File: config.mk
export PLATFORM = sky130hd
export DESIGN_NAME = acr_attribute_regs
export DESIGN_NICKNAME = d
export VERILOG_FILES = /design/src/acr_pkg.sv /design/src/acr_attribute_regs.sv
export SDC_FILE = /design/constraint.sdc
export NUM_CORES = 1
export LEC_CHECK = 0
export BUFFER_PORTS_ARGS = -buffer_cell sky130_fd_sc_hd__buf_2
export CAP_MARGIN = 0
export CELL_PAD_IN_SITES_DETAIL_PLACEMENT = 0
export CELL_PAD_IN_SITES_GLOBAL_PLACEMENT = 1
export CORE_MARGIN = 3
export CORE_UTILIZATION = 35
export DETAILED_ROUTE_END_ITERATION = 12
export GPL_ROUTABILITY_DRIVEN = 0
export PLACE_DENSITY_LB_ADDON = 0.3
export SYNTH_ARGS = -nofsm -noshare
export SYNTH_HDL_FRONTEND = slang
export SYNTH_SLANG_ARGS = --single-unit
File: constraint.sdc
create_clock -name clock -period 5.3 [get_ports clock]
set_clock_uncertainty 0.1 [all_clocks]
set_input_delay 0 -clock clock [delete_from_list [all_inputs] [get_ports clock]]
set_output_delay 0 -clock clock [all_outputs]
set_load 0.05 [all_outputs]
File: src/acr_pkg.sv
// acr_pkg: constants for the attribute controller register bank
// assumes: 8-bit i/o data, 16-bit i/o addresses decoded by the host side
package acr_pkg;
  localparam logic [15:0] IO_SHARED_PORT   = 16'h03C0;
  localparam logic [15:0] IO_DATA_READ     = 16'h03C1;
  localparam logic [15:0] IO_STATUS_MONO   = 16'h03BA;
  localparam logic [15:0] IO_STATUS_COLOR  = 16'h03DA;
  localparam logic [4:0]  IDX_MODE_CONTROL = 5'h10;
  localparam logic [4:0]  IDX_BORDER_COLOR = 5'h11;
  localparam logic [4:0]  IDX_PLANE_ENABLE = 5'h12;
  localparam logic [4:0]  IDX_HORIZ_PAN    = 5'h13;
  localparam logic [4:0]  IDX_COLOR_SELECT = 5'h14;
  localparam int          MODE_P54_SEL     = 7;
  localparam int          MODE_WIDE_PIXEL  = 6;
  localparam int          MODE_PAN_UPPER   = 5;
  localparam int          MODE_BLINK_EN    = 3;
  localparam int          MODE_LINE_GFX    = 2;
  localparam int          MODE_MONO        = 1;
  localparam int          MODE_GRAPHICS    = 0;
  localparam int          INDEX_VIDEO_EN   = 5;
  localparam logic [7:0]  REG_RESET        = 8'h00;
  localparam logic [7:0]  BLINK_RATE_RESET = 8'h10;
  localparam logic [7:0]  LINE_GFX_FIRST   = 8'hB0;
  localparam logic [7:0]  LINE_GFX_LAST    = 8'hDF;
  typedef enum logic [1:0] {
    PORT_INDEX = 2'b01,
    PORT_DATA  = 2'b10
  } acr_port_t;
endpackage

File: src/acr_attribute_regs.sv
// acr_attribute_regs: attribute controller register bank and pixel attribute path
// assumes: host i/o strobes are one-cycle pulses on clock; one pixel per clock
// How it works
// - one flip-flop alternates index then data writes
// - status-one read forces next write to index
// - data port read returns register, keeps flip-flop
// - index readable and writable at shared port
// - five-bit index selects registers 00h to 14h
// - video enable bit blanks video, gates map access
// - sixteen six-bit map entries give low palette bits
// - color select bits 3:2 give top palette bits, except when mode bit 6 is set
// - mode bit 7 takes bits 5:4 from color select
// - mode bit 6 packs two nibbles, bypasses map
// - mode bit 5 limits panning to upper region
// - mode bit 3 chooses blink versus background intensity
// - blink derived by dividing vsync by rate register
// - line graphics copies eighth pixel to ninth
// - mode bit 1 decodes attributes as monochrome
// - mode bit 0 selects text or graphics
// - border color output during blanking
`timescale 1ns/1ps
module acr_attribute_regs #(
  parameter int NUM_MAP = 16
) (
  input  wire logic        clock,
  input  wire logic        arst_n,
  input  wire logic [15:0] ioAddr,
  input  wire logic        ioWrite,
  input  wire logic        ioRead,
  input  wire logic [7:0]  ioWrData,
  output logic      [7:0]  ioRdData,
  output logic             ioRdHit,
  input  wire logic [7:0]  blinkRateControl,
  input  wire logic        vsync,
  input  wire logic        blanking,
  input  wire logic        lowerRegion,
  input  wire logic [3:0]  pixelIn,
  input  wire logic [7:0]  charCode,
  input  wire logic [7:0]  charAttr,
  input  wire logic        ninthPixel,
  input  wire logic        fgPixel,
  output logic      [7:0]  paletteIndex,
  output logic             videoBlank,
  output logic             panEnable,
  output logic             blinkPhase,
  output logic             monoDecode,
  output logic             graphicsMode,
  output logic      [3:0]  planeEnable,
  output logic      [3:0]  panShift
);
  import acr_pkg::*;

  acr_port_t  portState_r;
  logic [7:0] index_r;
  logic [7:0] modeCtl_r;
  logic [7:0] border_r;
  logic [7:0] planeEn_r;
  logic [7:0] hpan_r;
  logic [7:0] colorSel_r;
  logic [5:0] colorMap_r [NUM_MAP];

  logic       wrShared;
  logic       rdStatus;
  logic       dataWr;
  logic       mapOpen;
  logic [4:0] regIdx;
  logic [7:0] regView;

  assign wrShared = ioWrite && ioAddr == IO_SHARED_PORT;
  assign rdStatus = ioRead && (ioAddr == IO_STATUS_MONO || ioAddr == IO_STATUS_COLOR);
  assign dataWr   = wrShared && portState_r == PORT_DATA;
  assign regIdx   = index_r[4:0];
  assign mapOpen  = !index_r[INDEX_VIDEO_EN];

  // status read wins over a same-cycle write so software always recovers a known state
  always_ff @(posedge clock or negedge arst_n) begin
    if (!arst_n) begin
      portState_r <= PORT_INDEX;
    end else if (rdStatus) begin
      portState_r <= PORT_INDEX;
    end else if (wrShared) begin
      case (portState_r)
        PORT_INDEX: portState_r <= PORT_DATA;
        PORT_DATA:  portState_r <= PORT_INDEX;
        default:    portState_r <= PORT_INDEX;
      endcase
    end
  end

  always_ff @(posedge clock or negedge arst_n) begin
    if (!arst_n) begin
      index_r <= REG_RESET;
    end else if (wrShared && portState_r == PORT_INDEX && !rdStatus) begin
      index_r <= {2'b00, ioWrData[5:0]};
    end
  end

  genvar g;
  generate
    for (g = 0; g < NUM_MAP; g++) begin : gMap
      always_ff @(posedge clock or negedge arst_n) begin
        if (!arst_n) begin
          colorMap_r[g] <= REG_RESET[5:0];
        end else if (dataWr && mapOpen && regIdx == 5'(g)) begin
          colorMap_r[g] <= ioWrData[5:0];
        end
      end
    end
  endgenerate

  always_ff @(posedge clock or negedge arst_n) begin
    if (!arst_n) begin
      modeCtl_r  <= REG_RESET;
      border_r   <= REG_RESET;
      planeEn_r  <= REG_RESET;
      hpan_r     <= REG_RESET;
      colorSel_r <= REG_RESET;
    end else if (dataWr) begin
      case (regIdx)
        IDX_MODE_CONTROL: modeCtl_r  <= {ioWrData[7:5], 1'b0, ioWrData[3:0]};
        IDX_BORDER_COLOR: border_r   <= ioWrData;
        IDX_PLANE_ENABLE: planeEn_r  <= {2'b00, ioWrData[5:0]};
        IDX_HORIZ_PAN:    hpan_r     <= {4'h0, ioWrData[3:0]};
        IDX_COLOR_SELECT: colorSel_r <= {4'h0, ioWrData[3:0]};
        default:          ;
      endcase
    end
  end

  // map entries read as zero while video owns them
  always_comb begin
    regView = 8'h00;
    if (regIdx < 5'(NUM_MAP)) begin
      regView = mapOpen ? {2'b00, colorMap_r[regIdx[3:0]]} : 8'h00;
    end else begin
      case (regIdx)
        IDX_MODE_CONTROL: regView = modeCtl_r;
        IDX_BORDER_COLOR: regView = border_r;
        IDX_PLANE_ENABLE: regView = planeEn_r;
        IDX_HORIZ_PAN:    regView = hpan_r;
        IDX_COLOR_SELECT: regView = colorSel_r;
        default:          regView = 8'h00;
      endcase
    end
  end

  always_ff @(posedge clock or negedge arst_n) begin
    if (!arst_n) begin
      ioRdData <= 8'h00;
      ioRdHit  <= 1'b0;
    end else begin
      ioRdHit  <= ioRead && (ioAddr == IO_SHARED_PORT || ioAddr == IO_DATA_READ);
      ioRdData <= 8'h00;
      if (ioRead && ioAddr == IO_SHARED_PORT) begin
        ioRdData <= index_r;
      end else if (ioRead && ioAddr == IO_DATA_READ) begin
        ioRdData <= regView;
      end
    end
  end

  // blink: count vsync rising edges, toggle at the programmed rate
  logic       vsync_r;
  logic [7:0] blinkCnt_r;
  logic [7:0] blinkLimit;
  assign blinkLimit = (blinkRateControl == 8'h00) ? BLINK_RATE_RESET : blinkRateControl;
  always_ff @(posedge clock or negedge arst_n) begin
    if (!arst_n) begin
      vsync_r    <= 1'b0;
      blinkCnt_r <= 8'h00;
      blinkPhase <= 1'b0;
    end else begin
      vsync_r <= vsync;
      if (vsync && !vsync_r) begin
        if (blinkCnt_r >= blinkLimit - 8'h01) begin
          blinkCnt_r <= 8'h00;
          blinkPhase <= !blinkPhase;
        end else begin
          blinkCnt_r <= blinkCnt_r + 8'h01;
        end
      end
    end
  end

  // pixel path
  logic       lastFg_r;
  logic       nibblePhase_r;
  logic [3:0] nibbleHi_r;
  logic [3:0] attrNib;
  logic       fgEff;
  logic [3:0] textColor;
  logic [5:0] mapped;
  logic [7:0] colorIdx;
  logic       lineGfxChar;

  assign lineGfxChar = charCode >= LINE_GFX_FIRST && charCode <= LINE_GFX_LAST;
  assign fgEff = ninthPixel ? (modeCtl_r[MODE_LINE_GFX] && lineGfxChar && lastFg_r)
                            : fgPixel;

  always_comb begin
    textColor = fgEff ? charAttr[3:0] : charAttr[7:4];
    if (!fgEff && !modeCtl_r[MODE_BLINK_EN]) begin
      textColor = {charAttr[7], charAttr[6:4]};
    end else if (!fgEff) begin
      textColor = {1'b0, charAttr[6:4]};
    end
    if (fgEff && modeCtl_r[MODE_BLINK_EN] && charAttr[7] && blinkPhase) begin
      textColor = {1'b0, charAttr[6:4]};
    end
    if (modeCtl_r[MODE_MONO]) begin
      textColor = (textColor == 4'h0) ? 4'h0 : {textColor[3], 3'b111};
    end
    attrNib = modeCtl_r[MODE_GRAPHICS] ? pixelIn : textColor;
    if (modeCtl_r[MODE_GRAPHICS] && modeCtl_r[MODE_BLINK_EN] && blinkPhase) begin
      attrNib = {1'b0, pixelIn[2:0]};
    end
    attrNib = attrNib & planeEn_r[3:0];
    mapped = colorMap_r[attrNib];
    if (modeCtl_r[MODE_P54_SEL]) begin
      mapped[5:4] = colorSel_r[1:0];
    end
    colorIdx = {colorSel_r[3:2], mapped};
  end

  always_ff @(posedge clock or negedge arst_n) begin
    if (!arst_n) begin
      lastFg_r      <= 1'b0;
      nibblePhase_r <= 1'b0;
      nibbleHi_r    <= 4'h0;
      paletteIndex  <= 8'h00;
    end else begin
      lastFg_r <= fgEff;
      if (blanking || !index_r[INDEX_VIDEO_EN]) begin
        paletteIndex  <= border_r;
        nibblePhase_r <= 1'b0;
      end else if (modeCtl_r[MODE_WIDE_PIXEL]) begin
        // map is bypassed; output only refreshes on the second nibble
        nibblePhase_r <= !nibblePhase_r;
        if (!nibblePhase_r) begin
          nibbleHi_r <= pixelIn;
        end else begin
          paletteIndex <= {nibbleHi_r, pixelIn};
        end
      end else begin
        paletteIndex <= colorIdx;
      end
    end
  end

  assign videoBlank   = !index_r[INDEX_VIDEO_EN];
  assign panEnable    = !(modeCtl_r[MODE_PAN_UPPER] && lowerRegion);
  assign monoDecode   = modeCtl_r[MODE_MONO];
  assign graphicsMode = modeCtl_r[MODE_GRAPHICS];
  assign planeEnable  = planeEn_r[3:0];
  assign panShift     = hpan_r[3:0];

  toggle_alt_a: assert property (@(posedge clock) disable iff (!arst_n)
    wrShared && !rdStatus |=> portState_r != $past(portState_r))
    else $error("shared port flip-flop did not alternate");
  status_reset_a: assert property (@(posedge clock) disable iff (!arst_n)
    rdStatus |=> portState_r == PORT_INDEX)
    else $error("status read did not force index state");
  dataread_keep_a: assert property (@(posedge clock) disable iff (!arst_n)
    ioRead && ioAddr == IO_DATA_READ && !wrShared |=> $stable(portState_r))
    else $error("data read moved the flip-flop");
  index_load_a: assert property (@(posedge clock) disable iff (!arst_n)
    wrShared && portState_r == PORT_INDEX && !rdStatus |=> index_r[5:0] == $past(ioWrData[5:0]))
    else $error("index not loaded");
  map_lock_a: assert property (@(posedge clock) disable iff (!arst_n)
    dataWr && !mapOpen && regIdx < 5'(NUM_MAP) |=> $stable(colorMap_r[regIdx[3:0]]))
    else $error("map written while video enabled");
  border_out_a: assert property (@(posedge clock) disable iff (!arst_n)
    blanking |=> paletteIndex == $past(border_r))
    else $error("border not shown in blanking");
  pan_scope_a: assert property (@(posedge clock) disable iff (!arst_n)
    modeCtl_r[MODE_PAN_UPPER] && lowerRegion |-> !panEnable)
    else $error("lower region panned");
  top_bits_a: assert property (@(posedge clock) disable iff (!arst_n)
    !blanking && index_r[INDEX_VIDEO_EN] && !modeCtl_r[MODE_WIDE_PIXEL]
    |=> paletteIndex[7:6] == $past(colorSel_r[3:2]))
    else $error("top palette bits wrong");

  write_pair_c: cover property (@(posedge clock) disable iff (!arst_n)
    wrShared ##[1:4] wrShared);
  status_c: cover property (@(posedge clock) disable iff (!arst_n)
    portState_r == PORT_DATA ##1 rdStatus);
  wide_c: cover property (@(posedge clock) disable iff (!arst_n)
    modeCtl_r[MODE_WIDE_PIXEL] && !blanking);
endmodule // acr_attribute_regs

==> impl_table.tex <==
\begin{tabular}{lr}
\hline
Metric & Value \\
\hline
\multicolumn{2}{l}{\textbf{Status}} \\
Run status & finished, final reports clean \\
\multicolumn{2}{l}{\textbf{Clock tree}} \\
Clock-pin transition on the worst setup and hold timing paths & 70 ps \\
Longest Clk Path Bufs & 2 \\
Clock Sinks & roughly 170 \\
Library cell used as clock root buffer & clkbuf\_16 \\
Clk Latency, worst-skew pair & about 430 ps \\
Quantity of gates resized following cts & 0 \\
Inserted Clock Buffers & 17 \\
Number of H-tree branching levels & 4 \\
Post-CTS Setup Bufs & 0 \\
Clock tree from TritonCTS & yes \\
\multicolumn{2}{l}{\textbf{Yosys}} \\
Mapped Area & about 9200 um\^{}2 \\
Cells taking the most area after synthesis & dfrtp\_1, mux2\_2, mux4\_2 \\
Register area share after synthesis & between 40\% and 50\% \\
Count leader, synth & dfrtp\_1 \\
Mean area per synthesized cell & $\sim$12 um\^{}2 \\
Cell taking the most area after synthesis & dfrtp\_1 \\
Yosys top cell area share & around 45\% \\
Post-synth EDFFs & 0 \\
Synth Net Count & between 800 and 900 \\
Commonest cells in the synthesized netlist & dfrtp\_1, mux2\_2, nand2\_1 \\
Count of state elements after synthesis & approximately 170 \\
Cell count after synthesis & 776 \\
Number of distinct standard cells referenced by the synthesized netlist & 66 \\
Top FF cell, synth & dfrtp\_1 \\
YS warnings & 0 \\
Async S/R FF share, synth & 100\% \\
\multicolumn{2}{l}{\textbf{Global route}} \\
Overflow left after global routing & 0 \\
Global-route wire length before repair & 40,200 um \\
Initial antenna violation count & 0 \\
Overall Global Routing Usage & between 10\% and 20\% \\
Via count of the first global-routing pass & around 6,700 \\
Maximum number of pins on one net before global-route repair & between 50 and 60 \\
\multicolumn{2}{l}{\textbf{Final layout}} \\
Final \#Nets & roughly 940 \\
Total inserted antenna cells & 0 \\
Cell Count, Final, Fillers Out & around 1,200 \\
Summed area of non-filler cells in the final layout & 10,700 um\^{}2 \\
Number of fillers in the final layout & between 2,000 and 2,500 \\
Share of final-layout standard cells stronger than drive strength 1 & a little over a third \\
Area growth from synthesis to final layout & 16.9\% \\
\multicolumn{2}{l}{\textbf{Timing}} \\
Worst-case headroom to the max-slew limit & 34.5\% \\
Final slew viol count & 0 \\
Slew at the pin closest to its max-slew limit & 982 ps \\
Setup\_tns & 0 ps \\
Maximum achievable frequency & 281 MHz \\
RSZ-0062 raised after global routing & no \\
Minimum period implied by the final worst setup slack & between 3000 and 4000 ps \\
Final-report hold violation count & 0 \\
Crit path setup slack, layout & roughly 1700 ps \\
Fraction of the cycle the final worst path needs & 67.1\% \\
Final setup violation count & 0 \\
\multicolumn{2}{l}{\textbf{Drt}} \\
1st-iter DRT viols & a little under 500 \\
First-pass detailed-route iteration total & 5 \\
Post-DR vias/cell & 5.50 \\
Routed length per instance & between 20 and 25 um \\
DR vias & 6,644 \\
DRC violation count after routing & 0 \\
Total detailed-routing wirelength & approximately 26,000 um \\
Detail Route Antenna Nets & 0 \\
\multicolumn{2}{l}{\textbf{Floorplanning}} \\
Chip Height & about 170 um \\
Count of standard-cell rows & 58 \\
Area of the core region & $\sim$25,000 um\^{}2 \\
Die Span X & around 170 um \\
Number of I/O pins & between 90 and 100 \\
Die Area & 28,200 um\^{}2 \\
Initial Utilization & between 30\% and 40\% \\
\multicolumn{2}{l}{\textbf{Critical path}} \\
CP startpoint & modeCtl\_r[2] \\
Cell Chain, Critical Path & and4\_1, o21a\_1, o21ai\_0, a221o\_1, a31o\_2, inv\_1, a221oi\_1, a2bb2oi\_1, a31oi\_1 \\
Critical-path cell with the highest stage delay & a31o\_2 \\
Origin of the critical flop-to-flop path & modeCtl\_r[2] \\
Number of buffer and inverter stages on the critical path & 1 \\
Maximum fanout along the worst path & 26 \\
Worst setup path class & reg -> reg \\
Setup crit start kind & flop \\
Setup crit end kind & flop \\
Data required time of the critical path & $\sim$5500 ps \\
Data arrival time of the worst path & 3760 ps \\
Critical path's largest stage delay & 790 ps \\
Cell class contributing the biggest share of worst-path delay & compound AO/OA/AOI/OAI gates \\
\multicolumn{2}{l}{\textbf{Place}} \\
Dpl cells & between 1,000 and 1,500 \\
Detailed-placement wirelength estimate & approximately 18,000 um \\
Setup WS pre-CTS & roughly 1800 ps \\
Placed Area & around 10000 um\^{}2 \\
Port Buffers & 86 \\
\multicolumn{2}{l}{\textbf{Power}} \\
Worst IR drop on VDD & $\sim$0.19 mV \\
Overall power & 0.00283 W \\
Leakage power of the design & 4.86 nW \\
Power per cell area & roughly 260 nW/um\^{}2 \\
\multicolumn{2}{l}{\textbf{Min path}} \\
HP Class & in -> reg \\
Startpoint of the lowest-slack hold path & ioAddr[14] \\
\multicolumn{2}{l}{\textbf{Run}} \\
MaxCap Viol Count & 0 \\
\hline
\end{tabular}
## area by class of cell
| type | count | area [um^2] | area share (%) |
|---|---|---|---|
| Inverter | 15 | 56.3 | 0.525 |
| Tap cell | 330 | 413 | 3.85 |
| Sequential cell | 166 | 4160 | 38.8 |
| Clock buffer | 19 | 443 | 4.13 |
| Multi-Input combinational cell | 549 | 4750 | 44.4 |
| Clock inverter | 13 | 170 | 1.59 |
| Timing Repair Buffer | 116 | 722 | 6.74 |
## per-layer routing
metal	up-vias	share of wire, %	GRT usage, %
li1	3068	-	-
met1	3412	47	25.3
met2	144	48	30.0
met3	20	3.5	3.38
met4	0	1.5	5.16
met5	-	0	0
## flip-flops by register name, summed over array words and instances, names as in the netlist
signal and cells:
nibbleHi_r 4, hpan_r 4, index_r 6, planeEn_r 6, vsync_r 1, lastFg_r 1, colorSel_r 4, border_r 8
ioRdData 8, colorMap_r 96, paletteIndex 8, blinkPhase 1, modeCtl_r 7, blinkCnt_r 8, nibblePhase_r 1, ioRdHit 1
portState_r 2
## path summary, 6_finish.rpt
path / to / slack [ps] / depth (start not counted)
setup reg to reg: paletteIndex[5] / 1740 / 9
setup / recovery: paletteIndex[5] / 1740 / 9
min in group asynchronous: planeEn_r[2] / 520 / 3
hold reg to reg: paletteIndex[7] / 410 / 2
max in group asynchronous: colorMap_r[33] / 3420 / 4
hold / removal: portState_r[1] / 30 / 6
## power breakdown
part / internal [W] / switching [W]
Sequential: 0.00129 / 0.0000280
Clock: 0.000763 / 0.000550
Combinational: 0.0000813 / 0.000118
## worst min-delay path, stage by stage
cell and delay [ps]:
buf_2 80, or4_4 150, nor3_1 80, nor2_1 100, nand2_1 60, nand2_1 60
## layout by cell type, fill, tap and decap left out, types with 3 or more instances in the layout
| cell | instances |
|---|---|
| dfrtp_1 | 163 |
| mux2_2 | 132 |
| buf_2 | 85 |
| nand2_1 | 62 |
| mux2i_1 | 58 |
| mux4_2 | 30 |
| o21ai_0 | 28 |
| nor2_1 | 24 |
| dlygate4sd3_1 | 24 |
| a21oi_1 | 22 |
| nand3_1 | 21 |
| nor3_1 | 17 |
| clkbuf_16 | 17 |
| inv_1 | 15 |
| nor2b_1 | 11 |
| nand2b_1 | 10 |
| a22oi_1 | 10 |
| ha_1 | 10 |
| nand2_2 | 9 |
| a211oi_1 | 8 |
| and3_1 | 7 |
| xnor2_1 | 6 |
| o22ai_1 | 6 |
| mux2_1 | 6 |
| inv_6 | 6 |
| buf_4 | 6 |
| a31oi_1 | 5 |
| xor2_1 | 4 |
| a21o_1 | 4 |
| nand4_1 | 4 |
| o31ai_1 | 4 |
| and2_1 | 3 |
| or2_2 | 3 |
| a221oi_1 | 3 |
| bufinv_16 | 3 |
| clkinvlp_4 | 3 |
## cell families after synthesis
group	share of synthesized area, %
muxes	30.7
and+or+nand+nor	11.1
DFF	45.3
AOI/OAI and AO/OA	7.73
buffers and inverters	2.87
xor gates and xnor gates	0.956
adders and majority gates	1.37
## what timing repair did
action	4_1_cts	5_1_grt
hold buffers	24	0
endpoints found under the hold margin	83	0
endpoints found under the setup margin	0	0
## through the flow
step | hold slack, ps | utilization, %
floorplan | -396 | -
global placement | -113 | 38.7
detailed placement | -109 | 38.7
CTS | 12.1 | 42.1
global route | 64.0 | 42.1
finish | 26.3 | 42.1
Power figures use the tool's default switching activity.
